===== src/hdl/pwm_out_consts.svh =====
`ifndef PWM_OUT_CONSTS_SVH
`define PWM_OUT_CONSTS_SVH

// register byte offsets
`define OFS_TRIG_CTRL     5'h00
`define OFS_PIN_CTRL      5'h04
`define OFS_MODULE_CTRL   5'h08
`define OFS_IRQ_STATUS    5'h0C
`define OFS_IRQ_MASK      5'h10
`define OFS_UNLOCK        5'h14
`define OFS_STATE         5'h18

// trigger_postscale_control fields
`define TRG_DIV_MSB       15
`define TRG_DIV_LSB       12
`define TRG_DLY_MSB       5
`define TRG_DLY_LSB       0
`define TRG_WRITE_MASK    16'hF03F
`define TRG_RESET         16'h0000

// output_pin_control fields
`define PIN_OWN_H         15
`define PIN_OWN_L         14
`define PIN_POL_H         13
`define PIN_POL_L         12
`define PIN_PAIR_MSB      11
`define PIN_PAIR_LSB      10
`define PIN_OVREN_H       9
`define PIN_OVREN_L       8
`define PIN_OVR_H         7
`define PIN_OVR_L         6
`define PIN_FLT_H         5
`define PIN_FLT_L         4
`define PIN_CL_H          3
`define PIN_CL_L          2
`define PIN_SWAP          1
`define PIN_OVR_SYNC      0
`define PIN_RESET         16'hC000

// module control bits
`define CTL_MASTER_EN     0
`define CTL_FAULT_EN      1
`define CTL_CLIM_EN       2
`define CTL_WIDTH         3
`define CTL_RESET         3'h0

// interrupt status / mask bits
`define IRQ_TRIGGER       0
`define IRQ_FAULT         1
`define IRQ_CLIM          2
`define IRQ_LOCKED_WRITE  3
`define IRQ_WIDTH         4
`define IRQ_RESET         4'h0

// unlock keys, written in this order to the unlock register
`define UNLOCK_KEY1       8'h55
`define UNLOCK_KEY2       8'hAA

`endif


===== src/hdl/pwm_out_pkg.sv =====
package pwm_out_pkg;

	typedef enum logic [1:0] {
		pair_complementary,
		pair_redundant,
		pair_push_pull,
		pair_reserved
	} pair_mode_t;

	typedef enum logic [1:0] {
		trig_idle,
		trig_delay,
		trig_run
	} trig_state_t;

endpackage : pwm_out_pkg


===== src/hdl/pin_stage.sv =====
`timescale 1ns/1ps

module pin_stage (
	// clock and reset
	input  wire logic mclk,
	input  wire logic resetn,
	// source selection
	input  wire logic owner,
	input  wire logic active_low,
	input  wire logic fault_force,
	input  wire logic fault_val,
	input  wire logic clim_force,
	input  wire logic clim_val,
	input  wire logic ovr_en,
	input  wire logic ovr_val,
	input  wire logic gen_val,
	input  wire logic gpio_val,
	// pin
	output logic      pin_q
);

	logic active_d;

	// fault over current limit over override over generator
	always_comb begin
		if (fault_force) begin
			active_d = fault_val;
		end else if (clim_force) begin
			active_d = clim_val;
		end else if (ovr_en) begin
			active_d = ovr_val;
		end else begin
			active_d = gen_val;
		end
	end

	always_ff @(posedge mclk) begin
		if (!resetn) begin
			pin_q <= 1'b0;
		end else if (owner) begin
			pin_q <= active_d ^ active_low;
		end else begin
			pin_q <= gpio_val;
		end
	end

endmodule : pin_stage


===== src/hdl/pwm_output_trigger_control.sv =====
// Behaviour
// - one trigger out per divider-plus-one events
// - wait start-delay PWM cycles after enable
// - secondary generator never raises trigger interrupts
// - ownership bits pick PWM or GPIO, reset one
// - polarity bit set makes pin active low
// - pair mode: complementary, redundant, push-pull
// - override enable drives pin from override value
// - enabled fault forces pins to fault value
// - enabled current limit forces current-limit value
// - locked pin control writable only after unlock
//
// Added by the designer: the address map and the Avalon-MM slave port.
`timescale 1ns/1ps
`include "pwm_out_consts.svh"

module pwm_output_trigger_control #(
	parameter int IS_PRIMARY = 1,
	parameter int ADDR_W     = 5
) (
	// clock and reset
	input  wire logic              mclk,
	input  wire logic              resetn,
	// avalon-mm slave
	input  wire logic [ADDR_W-1:0] avs_address,
	input  wire logic              avs_read,
	input  wire logic              avs_write,
	input  wire logic [31:0]       avs_writedata,
	input  wire logic [3:0]        avs_byteenable,
	output logic      [31:0]       avs_readdata,
	output logic                   avs_waitrequest,
	// generator and time base
	input  wire logic              gen_high,
	input  wire logic              gen_low,
	input  wire logic              pwm_cycle_start,
	input  wire logic              trigger_event,
	// protection inputs and configuration
	input  wire logic              fault_active,
	input  wire logic              current_limit_active,
	input  wire logic              write_lock_config,
	// gpio values used when the pwm does not own a pin
	input  wire logic              gpio_high,
	input  wire logic              gpio_low,
	// outputs
	output logic                   high_side_pin,
	output logic                   low_side_pin,
	output logic                   trigger_out,
	output logic                   irq
);

	if (IS_PRIMARY != 0 && IS_PRIMARY != 1) begin : g_bad_primary
		$error("IS_PRIMARY must be 0 or 1");
	end
	if (ADDR_W < 5) begin : g_bad_addr_w
		$error("ADDR_W must be at least 5");
	end

	localparam logic IS_PRIMARY_BIT = (IS_PRIMARY != 0);

	logic [15:0]              trigger_postscale_control_q;
	logic [15:0]              output_pin_control_q;
	logic [`CTL_WIDTH-1:0]    ctrl_q;
	logic [`IRQ_WIDTH-1:0]    status_q;
	logic [`IRQ_WIDTH-1:0]    mask_q;
	logic                     key1_seen_q;
	logic                     unlocked_q;
	logic                     ack_q;
	logic [31:0]              rdata_d;
	logic                     wr_take;
	logic                     rd_take;
	logic                     pin_ctrl_wr;
	logic                     pin_ctrl_refused;
	logic [`IRQ_WIDTH-1:0]    events;
	logic [`IRQ_WIDTH-1:0]    clear_bits;
	logic                     pwm_master_enable;
	logic                     fault_force;
	logic                     clim_force;
	logic                     fault_force_q;
	logic                     clim_force_q;

	pwm_out_pkg::trig_state_t trig_state_q;
	logic [5:0]               delay_cnt_q;
	logic [3:0]               event_cnt_q;
	logic [3:0]               trigger_divide_field;
	logic [5:0]               trigger_start_delay;

	pwm_out_pkg::pair_mode_t  pair_mode;
	logic                     push_phase_q;
	logic                     ovr_en_h_q;
	logic                     ovr_en_l_q;
	logic                     ovr_val_h_q;
	logic                     ovr_val_l_q;
	logic                     src_h;
	logic                     src_l;
	logic                     drive_h;
	logic                     drive_l;

	// byte-lane merge of a 16-bit register
	function automatic logic [15:0] merge16(input logic [15:0] old, input logic [31:0] wd,
						input logic [3:0] be);
		logic [15:0] r;
		r = old;
		if (be[0]) begin
			r[7:0] = wd[7:0];
		end
		if (be[1]) begin
			r[15:8] = wd[15:8];
		end
		return r;
	endfunction : merge16

	// bus handshake: every access answers on the second edge
	assign wr_take         = avs_write & ack_q;
	assign rd_take         = avs_read & ack_q;
	assign avs_waitrequest = (avs_read | avs_write) & ~ack_q;

	always_ff @(posedge mclk) begin
		if (!resetn) begin
			ack_q <= 1'b0;
		end else begin
			ack_q <= (avs_read | avs_write) & ~ack_q;
		end
	end

	assign pin_ctrl_wr      = wr_take && (avs_address[4:0] == `OFS_PIN_CTRL);
	assign pin_ctrl_refused = pin_ctrl_wr && write_lock_config && !unlocked_q;

	always_ff @(posedge mclk) begin
		if (!resetn) begin
			trigger_postscale_control_q <= `TRG_RESET;
			ctrl_q                      <= `CTL_RESET;
			mask_q                      <= `IRQ_RESET;
		end else if (wr_take) begin
			case (avs_address[4:0])
				`OFS_TRIG_CTRL: begin
					trigger_postscale_control_q <= merge16(trigger_postscale_control_q,
						avs_writedata, avs_byteenable) & `TRG_WRITE_MASK;
				end
				`OFS_MODULE_CTRL: begin
					if (avs_byteenable[0]) begin
						ctrl_q <= avs_writedata[`CTL_WIDTH-1:0];
					end
				end
				`OFS_IRQ_MASK: begin
					if (avs_byteenable[0]) begin
						mask_q <= avs_writedata[`IRQ_WIDTH-1:0];
					end
				end
				default: begin
				end
			endcase
		end
	end

	// pin control guarded by the write lock
	always_ff @(posedge mclk) begin
		if (!resetn) begin
			output_pin_control_q <= `PIN_RESET;
		end else if (pin_ctrl_wr && !pin_ctrl_refused) begin
			output_pin_control_q <= merge16(output_pin_control_q, avs_writedata,
				avs_byteenable);
		end
	end

	// two-key unlock; it opens exactly one pin control write
	always_ff @(posedge mclk) begin
		if (!resetn) begin
			key1_seen_q <= 1'b0;
			unlocked_q  <= 1'b0;
		end else if (wr_take) begin
			if (avs_address[4:0] == `OFS_UNLOCK && avs_byteenable[0]) begin
				key1_seen_q <= (avs_writedata[7:0] == `UNLOCK_KEY1);
				unlocked_q  <= key1_seen_q && (avs_writedata[7:0] == `UNLOCK_KEY2);
			end else begin
				key1_seen_q <= 1'b0;
				if (pin_ctrl_wr) begin
					unlocked_q <= 1'b0;
				end
			end
		end
	end

	// read mux, registered while waitrequest is high
	always_comb begin
		rdata_d = 32'h0000_0000;
		case (avs_address[4:0])
			`OFS_TRIG_CTRL:   rdata_d[15:0] = trigger_postscale_control_q;
			`OFS_PIN_CTRL:    rdata_d[15:0] = output_pin_control_q;
			`OFS_MODULE_CTRL: rdata_d[`CTL_WIDTH-1:0] = ctrl_q;
			`OFS_IRQ_STATUS:  rdata_d[`IRQ_WIDTH-1:0] = status_q;
			`OFS_IRQ_MASK:    rdata_d[`IRQ_WIDTH-1:0] = mask_q;
			`OFS_UNLOCK:      rdata_d[1:0] = {unlocked_q, key1_seen_q};
			`OFS_STATE:       rdata_d[15:0] = {trig_state_q, event_cnt_q, delay_cnt_q,
						push_phase_q, fault_force_q, clim_force_q, 1'b0};
			default:          rdata_d = 32'h0000_0000;
		endcase
	end

	always_ff @(posedge mclk) begin
		if (!resetn) begin
			avs_readdata <= 32'h0000_0000;
		end else if (avs_read && !ack_q) begin
			avs_readdata <= rdata_d;
		end
	end

	assign pwm_master_enable    = ctrl_q[`CTL_MASTER_EN];
	assign trigger_divide_field = trigger_postscale_control_q[`TRG_DIV_MSB:`TRG_DIV_LSB];
	assign trigger_start_delay  = trigger_postscale_control_q[`TRG_DLY_MSB:`TRG_DLY_LSB];

	// start delay in pwm cycles, then postscaled triggers
	always_ff @(posedge mclk) begin
		if (!resetn) begin
			trig_state_q <= pwm_out_pkg::trig_idle;
			delay_cnt_q  <= 6'h00;
		end else begin
			case (trig_state_q)
				pwm_out_pkg::trig_idle: begin
					delay_cnt_q <= trigger_start_delay;
					if (pwm_master_enable) begin
						trig_state_q <= (trigger_start_delay == 6'h00) ?
							pwm_out_pkg::trig_run : pwm_out_pkg::trig_delay;
					end
				end
				pwm_out_pkg::trig_delay: begin
					if (!pwm_master_enable) begin
						trig_state_q <= pwm_out_pkg::trig_idle;
					end else if (pwm_cycle_start) begin
						delay_cnt_q <= delay_cnt_q - 6'h01;
						if (delay_cnt_q == 6'h01) begin
							trig_state_q <= pwm_out_pkg::trig_run;
						end
					end
				end
				pwm_out_pkg::trig_run: begin
					if (!pwm_master_enable) begin
						trig_state_q <= pwm_out_pkg::trig_idle;
					end
				end
				default: begin
					trig_state_q <= pwm_out_pkg::trig_idle;
				end
			endcase
		end
	end

	always_ff @(posedge mclk) begin
		if (!resetn) begin
			event_cnt_q <= 4'h0;
			trigger_out <= 1'b0;
		end else if (trig_state_q != pwm_out_pkg::trig_run || !pwm_master_enable) begin
			event_cnt_q <= 4'h0;
			trigger_out <= 1'b0;
		end else if (trigger_event) begin
			if (event_cnt_q >= trigger_divide_field) begin
				event_cnt_q <= 4'h0;
				trigger_out <= 1'b1;
			end else begin
				event_cnt_q <= event_cnt_q + 4'h1;
				trigger_out <= 1'b0;
			end
		end else begin
			trigger_out <= 1'b0;
		end
	end

	// protection forcing and its rising edges for the status register
	assign fault_force = fault_active && ctrl_q[`CTL_FAULT_EN];
	assign clim_force  = current_limit_active && ctrl_q[`CTL_CLIM_EN];

	always_ff @(posedge mclk) begin
		if (!resetn) begin
			fault_force_q <= 1'b0;
			clim_force_q  <= 1'b0;
		end else begin
			fault_force_q <= fault_force;
			clim_force_q  <= clim_force;
		end
	end

	always_comb begin
		events                    = '0;
		events[`IRQ_TRIGGER]      = trigger_out && IS_PRIMARY_BIT;
		events[`IRQ_FAULT]        = fault_force && !fault_force_q;
		events[`IRQ_CLIM]         = clim_force && !clim_force_q;
		events[`IRQ_LOCKED_WRITE] = pin_ctrl_refused;
	end

	assign clear_bits = (wr_take && avs_address[4:0] == `OFS_IRQ_STATUS && avs_byteenable[0]) ?
		avs_writedata[`IRQ_WIDTH-1:0] : '0;

	// a new event wins over a clear in the same cycle
	always_ff @(posedge mclk) begin
		if (!resetn) begin
			status_q <= `IRQ_RESET;
		end else begin
			status_q <= (status_q & ~clear_bits) | events;
		end
	end

	always_ff @(posedge mclk) begin
		if (!resetn) begin
			irq <= 1'b0;
		end else begin
			irq <= |(status_q & mask_q);
		end
	end

	// override values either follow at once or wait for the cycle boundary
	always_ff @(posedge mclk) begin
		if (!resetn) begin
			ovr_en_h_q  <= 1'b0;
			ovr_en_l_q  <= 1'b0;
			ovr_val_h_q <= 1'b0;
			ovr_val_l_q <= 1'b0;
		end else if (!output_pin_control_q[`PIN_OVR_SYNC] || pwm_cycle_start) begin
			ovr_en_h_q  <= output_pin_control_q[`PIN_OVREN_H];
			ovr_en_l_q  <= output_pin_control_q[`PIN_OVREN_L];
			ovr_val_h_q <= output_pin_control_q[`PIN_OVR_H];
			ovr_val_l_q <= output_pin_control_q[`PIN_OVR_L];
		end
	end

	// push-pull alternates the active pin each pwm cycle
	always_ff @(posedge mclk) begin
		if (!resetn) begin
			push_phase_q <= 1'b0;
		end else if (!pwm_master_enable) begin
			push_phase_q <= 1'b0;
		end else if (pwm_cycle_start) begin
			push_phase_q <= ~push_phase_q;
		end
	end

	// pair mode is sampled live; changing it while running glitches the pins
	assign pair_mode = pwm_out_pkg::pair_mode_t'(
		output_pin_control_q[`PIN_PAIR_MSB:`PIN_PAIR_LSB]);
	assign src_h = output_pin_control_q[`PIN_SWAP] ? gen_low : gen_high;
	assign src_l = output_pin_control_q[`PIN_SWAP] ? gen_high : gen_low;

	always_comb begin
		case (pair_mode)
			pwm_out_pkg::pair_redundant: begin
				drive_h = src_h;
				drive_l = src_h;
			end
			pwm_out_pkg::pair_push_pull: begin
				drive_h = src_h && !push_phase_q;
				drive_l = src_h && push_phase_q;
			end
			pwm_out_pkg::pair_complementary: begin
				drive_h = src_h;
				drive_l = !src_h;
			end
			default: begin
				// reserved code falls back to independent drive
				drive_h = src_h;
				drive_l = src_l;
			end
		endcase
	end

	pin_stage u_high (
		.mclk        (mclk),
		.resetn      (resetn),
		.owner       (output_pin_control_q[`PIN_OWN_H]),
		.active_low  (output_pin_control_q[`PIN_POL_H]),
		.fault_force (fault_force),
		.fault_val   (output_pin_control_q[`PIN_FLT_H]),
		.clim_force  (clim_force),
		.clim_val    (output_pin_control_q[`PIN_CL_H]),
		.ovr_en      (ovr_en_h_q),
		.ovr_val     (ovr_val_h_q),
		.gen_val     (drive_h),
		.gpio_val    (gpio_high),
		.pin_q       (high_side_pin)
	);

	pin_stage u_low (
		.mclk        (mclk),
		.resetn      (resetn),
		.owner       (output_pin_control_q[`PIN_OWN_L]),
		.active_low  (output_pin_control_q[`PIN_POL_L]),
		.fault_force (fault_force),
		.fault_val   (output_pin_control_q[`PIN_FLT_L]),
		.clim_force  (clim_force),
		.clim_val    (output_pin_control_q[`PIN_CL_L]),
		.ovr_en      (ovr_en_l_q),
		.ovr_val     (ovr_val_l_q),
		.gen_val     (drive_l),
		.gpio_val    (gpio_low),
		.pin_q       (low_side_pin)
	);

endmodule : pwm_output_trigger_control


===== config.mk =====
export PLATFORM = sky130hd
export DESIGN_NAME = pwm_output_trigger_control
export DESIGN_NICKNAME = d
export VERILOG_FILES = /design/src/hdl/pwm_out_pkg.sv /design/src/hdl/pin_stage.sv /design/src/hdl/pwm_output_trigger_control.sv
export VERILOG_INCLUDE_DIRS = /design/src /design/src/hdl
export SDC_FILE = /design/constraint.sdc
export NUM_CORES = 1
export LEC_CHECK = 0
export BUFFER_PORTS_ARGS = -buffer_cell sky130_fd_sc_hd__buf_2
export CORE_UTILIZATION = 45
export DETAILED_ROUTE_END_ITERATION = 7
export PLACE_DENSITY = 0.74
export SYNTH_ARGS = -nofsm -noshare
export SYNTH_HDL_FRONTEND = slang
export SYNTH_SLANG_ARGS = --single-unit

===== constraint.sdc =====
create_clock -name mclk -period 2.33 [get_ports mclk]
set_input_delay 0.466 -clock mclk [delete_from_list [all_inputs] [get_ports mclk]]
set_output_delay 0.466 -clock mclk [all_outputs]
set_load 0.03 [all_outputs]

Word-level counts from Yosys, hierarchy flattened

Cells that the tools add are included.

Output and inout bits: 37
Flip-flop bits (word level): 79
Input bits: 54
Word-level logic and storage cells: 138

Multiplexer cells: 32
Reduce and logical (&&, ||, !) cells: 45
Eq/ne operators: 20
Bitwise operators: 13
Magnitude comparators: 1
Add/sub/neg operators: 2

Operators with widths:

| operator                                         | count |
|---|---|
| case mux 12 bit (3 select lines)                 | 1 |
| == test 5 bit, second input constant             | 3 |
| logical AND 1 bit                                | 15 |
| two-way mux 1 bit                                | 15 |
| AND reduction 3 bit                              | 5 |
| case mux 2 bit (7 select lines)                  | 1 |
| two-way mux 2 bit                                | 6 |
| two-way mux 6 bit                                | 2 |
| case mux 6 bit (2 select lines)                  | 1 |
| == test 5 x 4 -> 1 bit, second input constant    | 2 |
| inequality test 2 bit, second input constant     | 5 |
| logical NOT 1 bit                                | 9 |
| bitwise AND 4 bit                                | 2 |
| == test 8 x 7 -> 1 bit, second input constant    | 1 |
| == test 8 bit, second input constant             | 1 |
| two-way mux 4 bit                                | 2 |
| AND reduction 2 bit                              | 4 |
| == test 6 x 1 -> 1 bit, second input constant    | 1 |
| logical NOT 6 bit                                | 1 |
| inequality test 3 bit, second input constant     | 2 |
| case mux 1 bit (6 select lines)                  | 1 |
| case mux 2 bit (3 select lines)                  | 1 |
| subtractor 6 x 1 -> 6 bit, second input constant | 1 |
| == test 5 x 3 -> 1 bit, second input constant    | 1 |
| 20 further kinds                                 | 30 |

Longest topological paths before layout

Gate-level depths: netlist of run 1.

Word-level depth: 8
Depth in mapped cells: 9

Modules after synthesis

From an unflattened synthesis of run 1, not the netlist that was laid out.

Cells, all modules: 480
Area total of the unflattened synthesis: 4,135.2 µm²

Modules (own cells, without submodules):

| module                     | area each (µm²) | cells an instance | times used |
|---|---|---|---|
| pwm_output_trigger_control | 3,947.5         | 458               | 1 |
| pin_stage                  | 93.8            | 11                | 2 |

Worst setup path after synthesis of run 1

No wires, ideal clock.

Kind: input-to-reg
From: in avs_address[4]
To: reg ctrl_q[0]
Arrival: 1.905 ns
Library setup time: 0.116 ns
Stages on the path: 7
Path slack: 0.309 ns
Path through: buf_6 -> or3_4 -> buf_6 -> or4b_4 -> buf_6 -> mux2i_1 -> nor2b_1

Word-level cells in the longest chain between the ends: 2

Ends and longest elaborated chain:

| element                       | line                              | source |
|---|---|---|
| start, declared               | pwm_output_trigger_control.sv:25  | `input wire logic [ADDR_W-1:0] avs_address,` |
| == test 5 x 4 -> 1 bit        | pwm_output_trigger_control.sv:134 | `case (avs_address[4:0])` |
| AND reduction 3 bit (no line) | -                                 |  |
| end signal, assigned          | pwm_output_trigger_control.sv:131 | `` ctrl_q <= `CTL_RESET; `` |
| end signal, assigned          | pwm_output_trigger_control.sv:141 | `` ctrl_q <= avs_writedata[`CTL_WIDTH-1:0]; `` |
| end, declared                 | pwm_output_trigger_control.sv:62  | `` logic [`CTL_WIDTH-1:0] ctrl_q; `` |

No other way between the ends.
A chain may end at the register's enable or synchronous reset.

Worst setup path in the final report of run 1

From: reg event_cnt_q[0]
To: reg event_cnt_q[1]

Word-level cells in the longest chain between the ends: 2
Elaborated cells between the ends (all ways): 3

Ends and longest elaborated chain:

| element                                                     | line                                                                 | source |
|---|---|---|
| start, declared                                             | pwm_output_trigger_control.sv:83                                     | `logic [3:0] event_cnt_q;` |
| start signal, assigned                                      | pwm_output_trigger_control.sv:259                                    | `event_cnt_q <= event_cnt_q + 4'h1;` |
| adder 4 x 1 -> 4 bit or >= comparator 4 bit (tied branches) | pwm_output_trigger_control.sv:259, pwm_output_trigger_control.sv:255 |  |
| two-way mux 4 bit (*)                                       | pwm_output_trigger_control.sv:255                                    | `if (event_cnt_q >= trigger_divide_field) begin` |

Mark *: on every way between the ends. The rest lies on a longest branch, timed or not.

==> flow_metrics.env, run 1 <==
export IMPL_worstSetupPathType="flip-flop to flip-flop"
export IMPL_reg2reg_to="event_cnt_q[1]"
export IMPL_cts_tree="built"
export IMPL_drc=0
export IMPL_grt_start_max_net_pins=33
export IMPL_period_needed_ps=1800
export IMPL_fmax_ghz=0.554
export IMPL_cts_num_sinks=79
export IMPL_hold_start="avs_writedata[14]"
export IMPL_ys_ff_latch=79
export IMPL_drt_iter0_drc=297
export IMPL_dieArea_sq_um=9510
export IMPL_antennaDiodeCount=0
export IMPL_post_drt_wl_per_cell_microns=16.9
export IMPL_drt_pass1_iter_count=7
export IMPL_multiInputGateArea_sq_um=2270
export IMPL_vias=3515
export IMPL_fill_cells=829
export IMPL_synth_ff_type="dfxtp_1"
export IMPL_synth_cells=453
export IMPL_mostFrequentLayoutCells="79 x dfxtp_1, 56 x buf_2, 45 x nor2b_1"
export IMPL_layout_drive_gt1_share=0.187
export IMPL_grt_setup_unrepaired="false"
export IMPL_post_cts_buffers=0
export IMPL_gp_congestion=0.935
export IMPL_layout_commonest_cell="dfxtp_1"
export IMPL_antenna_left=0
export IMPL_hold_path_depth=3
export IMPL_clkLatencyLatePin_ps=360
export IMPL_maxSlewViolCount=0
export IMPL_whs_endpoint="output_pin_control_q[14]"
export IMPL_async_flop_share=0
export IMPL_critPathLaunchType="flip-flop"
export IMPL_power_density_nw_per_um2=562
export IMPL_core_sq_um=8760
export IMPL_cp_end_kind="flip-flop"
export IMPL_worstPathArrival_ps=2070
export IMPL_clkTransAtPathRegs_ps=80
export IMPL_skew_ps=13.0
export IMPL_tns_ps=0
export IMPL_ctsResizeCount=0
export IMPL_cts_root_buffer="clkbuf_8"
export IMPL_yosys_warnings=0
export IMPL_htree_num_levels=3
export IMPL_timing_rr_start="event_cnt_q[0]"
export IMPL_tightest_slew_ps=590
export IMPL_p_leak_nw=1.79
export IMPL_setup_viol=0
export IMPL_grt_pass1_wl_microns=17100
export IMPL_cp_required_ps=2600
export IMPL_reg2reg_setup_slack_ps=530
export IMPL_postCtsHoldBufs=0
export IMPL_port_buffer_count=56
export IMPL_die_x_microns=97.5
export IMPL_regArea_sq_um=1580
export IMPL_placed_cell_area_sq_um=4400
export IMPL_ir_worst_vdd_v=0.000268
export IMPL_start_util=0.468
export IMPL_maxCapViolations=0
export IMPL_cts_buffers=9
export IMPL_hold_viol=0
export IMPL_avgSynthCellArea_sq_um=9.06
export IMPL_cts_buffer_depth=2
export IMPL_final_cell_area_sq_um=4570
export IMPL_hold_class="input pin to flip-flop"
export IMPL_viasPerCell=5.72
export IMPL_grt_pass1_vias=3423
export IMPL_num_io_pins=91
export IMPL_status="finished, final reports clean"
export IMPL_fp_dieH_microns=97.5
export IMPL_antenna_found_initial=0
export IMPL_reg2regPathDepth=7
export IMPL_grt_total_usage=0.226
export IMPL_period_share=0.774
export IMPL_wl_microns=10400
export IMPL_critPathMaxFanout=5
export IMPL_final_nets=563
export IMPL_synth_cell_types=57
export IMPL_rows=34
export IMPL_grt_overflow=0
export IMPL_synth_area_sq_um=4100
export IMPL_relSlewSlack=0.605
export IMPL_synth_edf_count=0
export IMPL_synth_yosys_seq_area_share=0.385
export IMPL_place_hpwl_microns=7700
export IMPL_area_growth_pct=11.4
## worst max-delay path by stage
| stage | startpoint | end | depth (start not counted) |
|---|---|---|---|
| 3_5_place_dp | avs_address[4] | output_pin_control_q[10] | 7 |
| 2_1_floorplan | avs_address[4] | ctrl_q[0] | 7 |
| 4_1_cts | event_cnt_q[0] | event_cnt_q[1] | 7 |
| 5_1_grt | event_cnt_q[0] | event_cnt_q[1] | 7 |
| 3_3_place_gp | avs_address[4] | output_pin_control_q[11] | 7 |
| 6_report | event_cnt_q[0] | event_cnt_q[1] | 7 |
## metal layers
layer  vias up  global-route usage  wire length, microns
met5         -                   0                     0
met4         0              0.0995                   285
met3        27              0.0489                   677
met2       148               0.375                  4840
met1      1653               0.279                  4570
li1       1687                   -                     -
## critical path, stage by stage, from the launching register on
cell and delay [ps]:
dfxtp_1 430, inv_1 70, ha_1 260, nand2b_1 130, a21o_1 180, a21o_1 170
a21o_1 220, a211oi_1 250
## registers in the layout, summed over array words and instances, names as in the netlist, 2 cells and up
| name | cells |
|---|---|
| event_cnt_q | 4 |
| status_q | 4 |
| trigger_postscale_control_q | 10 |
| mask_q | 4 |
| delay_cnt_q | 6 |
| output_pin_control_q | 16 |
| ctrl_q | 3 |
| trig_state_q | 2 |
| avs_readdata | 16 |
## layout make-up
cell class,instances,area share
multi-input cells,333,0.496
repair buffers,68,0.0810
well taps,108,0.0296
flip-flops and latches,79,0.346
inverters,11,0.00903
clock buffers,12,0.0318
clock inverters,4,0.00657
## cell usage after synthesis, types with 2 or more instances
master / count / share of area
a211oi_1: 5 / 0.0091
a21boi_0: 4 / 0.0073
a21o_1: 4 / 0.0073
a21oi_1: 14 / 0.017
a221oi_1: 8 / 0.017
a222oi_1: 6 / 0.015
a22oi_1: 5 / 0.0091
a31oi_1: 2 / 0.0030
a32oi_1: 2 / 0.0043
and2_1: 5 / 0.0076
and3_1: 4 / 0.0061
and4_1: 2 / 0.0043
buf_1: 3 / 0.0027
buf_2: 3 / 0.0037
buf_4: 18 / 0.033
buf_6: 4 / 0.011
clkbuf_1: 17 / 0.016
dfxtp_1: 79 / 0.39
ha_1: 7 / 0.021
inv_1: 11 / 0.010
mux2_2: 5 / 0.014
mux2i_1: 41 / 0.10
nand2_1: 29 / 0.027
nand2b_1: 5 / 0.0076
nand3_1: 10 / 0.012
nand3b_1: 6 / 0.011
nand4_1: 6 / 0.0091
nor2_1: 32 / 0.029
nor2b_1: 45 / 0.069
nor3_1: 6 / 0.0073
nor3b_1: 12 / 0.022
nor4bb_1: 2 / 0.0049
o211ai_1: 4 / 0.0073
o21ai_0: 21 / 0.026
o22a_1: 2 / 0.0043
xnor2_1: 2 / 0.0043
xor2_1: 2 / 0.0043
## logic make-up (layout without fill, tap and decap cells)
kind of cell             count (synthesis)  count (layout)  synth area share
AND/OR/NAND/NOR                        175             175             0.249
flip-flops                              79              79             0.385
adder cells (fa/ha/maj)                  7               7            0.0213
XOR/XNOR                                 4               4           0.00854
AO/OA/AOI/OAI                           85              85             0.145
other                                    1              16          0.000914
buffers and inverters                   56              95            0.0759
multiplexers                            46              46             0.114
## where the power goes
part | switching [W] | leakage, nW | internal [W] | total, W
Sequential | 0.00000882 | 0.638 | 0.00136 | 0.00137
Clock | 0.000519 | 0.0870 | 0.000421 | 0.000940
Combinational | 0.000171 | 1.06 | 0.0000870 | 0.000258
## metrics by stage
stage               setup slack (ps)  instances  total power [W]  hold WS, ps   util
floorplan                        309        468          0.00159          457      -
global placement                 237        599          0.00166          437  0.502
detailed placement               205        599          0.00166          445  0.502
CTS                              514        615          0.00258          348  0.522
global route                     420        615          0.00267          365  0.522
finish                           526        615          0.00257          356  0.522
(Power assumes the default switching activity.)
==> run 2: changes to the inputs <==
--- a/config.mk
+++ b/config.mk
@@ -9,7 +9,7 @@
 export BUFFER_PORTS_ARGS = -buffer_cell sky130_fd_sc_hd__buf_2
 export CORE_UTILIZATION = 45
 export DETAILED_ROUTE_END_ITERATION = 7
-export PLACE_DENSITY = 0.74
+export PLACE_DENSITY = 0.77
 export SYNTH_ARGS = -nofsm -noshare
 export SYNTH_HDL_FRONTEND = slang
 export SYNTH_SLANG_ARGS = --single-unit
==> constraint.sdc (replaced) <==
create_clock -name mclk -period 1.6 [get_ports mclk]
set_input_delay 0.32 -clock mclk [delete_from_list [all_inputs] [get_ports mclk]]
set_output_delay 0.32 -clock mclk [all_outputs]
set_load 0.03 [all_outputs]
==> flow_metrics.env, run 2 (synthesis results as in run 1) <==
export IMPL_status="finished, final reports clean"
export IMPL_power_density_nw_per_um2=754
export IMPL_dieArea_sq_um=9510
export IMPL_fin_util=0.553
export IMPL_period_share=1.00
export IMPL_fp_dieH_microns=97.5
export IMPL_die_x_microns=97.5
export IMPL_cts_buffer_depth=2
export IMPL_num_io_pins=91
export IMPL_ir_worst_vdd_v=0.000623
export IMPL_grt_start_max_net_pins=27
export IMPL_cts_num_sinks=79
export IMPL_core_sq_um=8760
export IMPL_drt_pass1_iter_count=6
export IMPL_area_growth_pct=18.0
export IMPL_gp_congestion=0.929
export IMPL_cts_buffers=9
export IMPL_crit_path_cell_trace="inv_2 -> ha_4 -> nand2b_4 -> a21o_1 -> a21o_1 -> a21o_4 -> a211oi_2"
export IMPL_grt_pass1_vias=3535
export IMPL_whs_endpoint="output_pin_control_q[8]"
export IMPL_place_hpwl_microns=8240
export IMPL_mostFrequentLayoutCells="77 x dfxtp_1, 56 x buf_2, 45 x nor2b_1"
export IMPL_skew_ps=11.8
export IMPL_hold_ws_ps=233
export IMPL_start_util=0.468
export IMPL_grt_total_usage=0.231
export IMPL_critPathMaxFanout=5
export IMPL_reg2regPathDepth=7
export IMPL_drt_iter0_drc=510
export IMPL_layout_drive_gt1_share=0.250
export IMPL_antennaDiodeCount=0
export IMPL_reg2reg_setup_slack_ps=0.3
export IMPL_cts_root_buffer="clkbuf_8"
export IMPL_cp_end_kind="flip-flop"
export IMPL_antenna_found_initial=0
export IMPL_clkTransAtPathRegs_ps=80
export IMPL_antenna_left=0
export IMPL_worstSetupPathType="flip-flop to flip-flop"
export IMPL_final_cell_area_sq_um=4840
export IMPL_largestRegisters="avs_readdata: 16 flops, output_pin_control_q: 16 flops, trigger_postscale_control_q: 10 flops"
export IMPL_maxCapViolations=0
export IMPL_hold_viol=0
export IMPL_layout_commonest_cell="dfxtp_1"
export IMPL_crit_slowest_cell="dfxtp_2"
export IMPL_drc=0
export IMPL_vias=3711
export IMPL_grt_setup_unrepaired="true"
export IMPL_wl_microns=10800
export IMPL_clkLatencyLatePin_ps=350
export IMPL_critPathMaxStageDelay_ps=340
export IMPL_p_leak_nw=1.94
export IMPL_grt_pass1_wl_microns=17500
export IMPL_grt_overflow=0
export IMPL_final_nets=591
export IMPL_rows=34
export IMPL_viasPerCell=5.79
export IMPL_reg2reg_to="event_cnt_q[0]"
export IMPL_htree_num_levels=3
export IMPL_hold_class="input pin to flip-flop"
export IMPL_relSlewSlack=0.652
export IMPL_post_drt_wl_per_cell_microns=16.9
export IMPL_postCtsHoldBufs=0
export IMPL_hold_path_depth=3
export IMPL_cp_required_ps=1850
export IMPL_hold_start="avs_writedata[8]"
export IMPL_critPathLaunchType="flip-flop"
export IMPL_maxSlewViolCount=0
export IMPL_placed_cell_area_sq_um=4630
export IMPL_timing_rr_start="event_cnt_q[0]"
export IMPL_period_needed_ps=1600
export IMPL_path_common_cell="a21o_1"
export IMPL_cts_tree="built"
export IMPL_port_buffer_count=56
export IMPL_worstPathArrival_ps=1850
export IMPL_tightest_slew_ps=521
export IMPL_fmax_ghz=0.625
export IMPL_setup_viol=0
[run 2: cell count changes in the layout (fill, tap and decap cells not counted), sizes merged]
| cell | delta |
|---|---|
| buf | +28 |
| clkinvlp | +1 |
| inv | -1 |
| clkbuf | -2 |
[run 2: worst max-delay path by stage]
stage | from | to | slack [ps] | cells past startpoint
final | event_cnt_q[0] | event_cnt_q[0] | 0.3 | 7
after global routing | event_cnt_q[0] | event_cnt_q[3] | -70 | 7
after CTS | event_cnt_q[0] | event_cnt_q[0] | -4 | 7
after detailed placement | avs_address[0] | trigger_postscale_control_q[0] | -220 | 7
after global placement | avs_address[0] | ctrl_q[2] | -200 | 5
after floorplan | avs_address[4] | ctrl_q[0] | -240 | 7
[run 2: routing by layer]
| metal | part of all wire | up-vias | GRT usage | wire [microns] |
|---|---|---|---|---|
| li1 | - | 1741 | - | - |
| met1 | 0.44 | 1753 | 0.303 | 4710 |
| met2 | 0.47 | 187 | 0.385 | 5130 |
| met3 | 0.067 | 30 | 0.0317 | 728 |
| met4 | 0.023 | 0 | 0.0871 | 245 |
| met5 | 0 | - | 0 | 0 |
[run 2: critical path: cells and delay by family, from the launching register on]
family / cells / cell delay (ps)
compound gates: 4 / 770
fa+ha+maj: 1 / 220
buf+inv: 1 / 50
flops: 1 / 340
simple gates: 1 / 130
[run 2: power breakdown]
part,internal [W],switching [W]
sequential,0.00198,0.0000123
clock,0.000541,0.000702
combinational,0.000153,0.000261
total,0.00268,0.000976
[run 2: per-stage QoR]
stage	total power, W	setup TNS (ps)	std cells	setup slack (ps)
after floorplan	0.00232	-3490	468	-238
after global placement	0.00244	-5350	627	-197
after detailed placement	0.00245	-7050	627	-219
after CTS	0.00367	-4.24	641	-4.24
after global routing	0.00379	-196	641	-65.8
final	0.00365	0	641	0.265
[run 2: final cells by class]
cell class	count	area, sq um
Clock buffer	10	128
Clock inverter	4	25.0
Timing Repair Buffer	96	606
Multi-Input combinational cell	333	2320
Tap cell	108	135
Inverter	11	41.3
Sequential cell	79	1590
Fill cell	770	3920
[run 2: what timing repair did]
| action | 4_1_cts | 5_1_grt |
|---|---|---|
| pin swaps | 5 | 3 |
| buffers inserted | 0 | 0 |
| resized for setup | 7 | 6 |
| endpoints found under the setup margin | 6 | 6 |
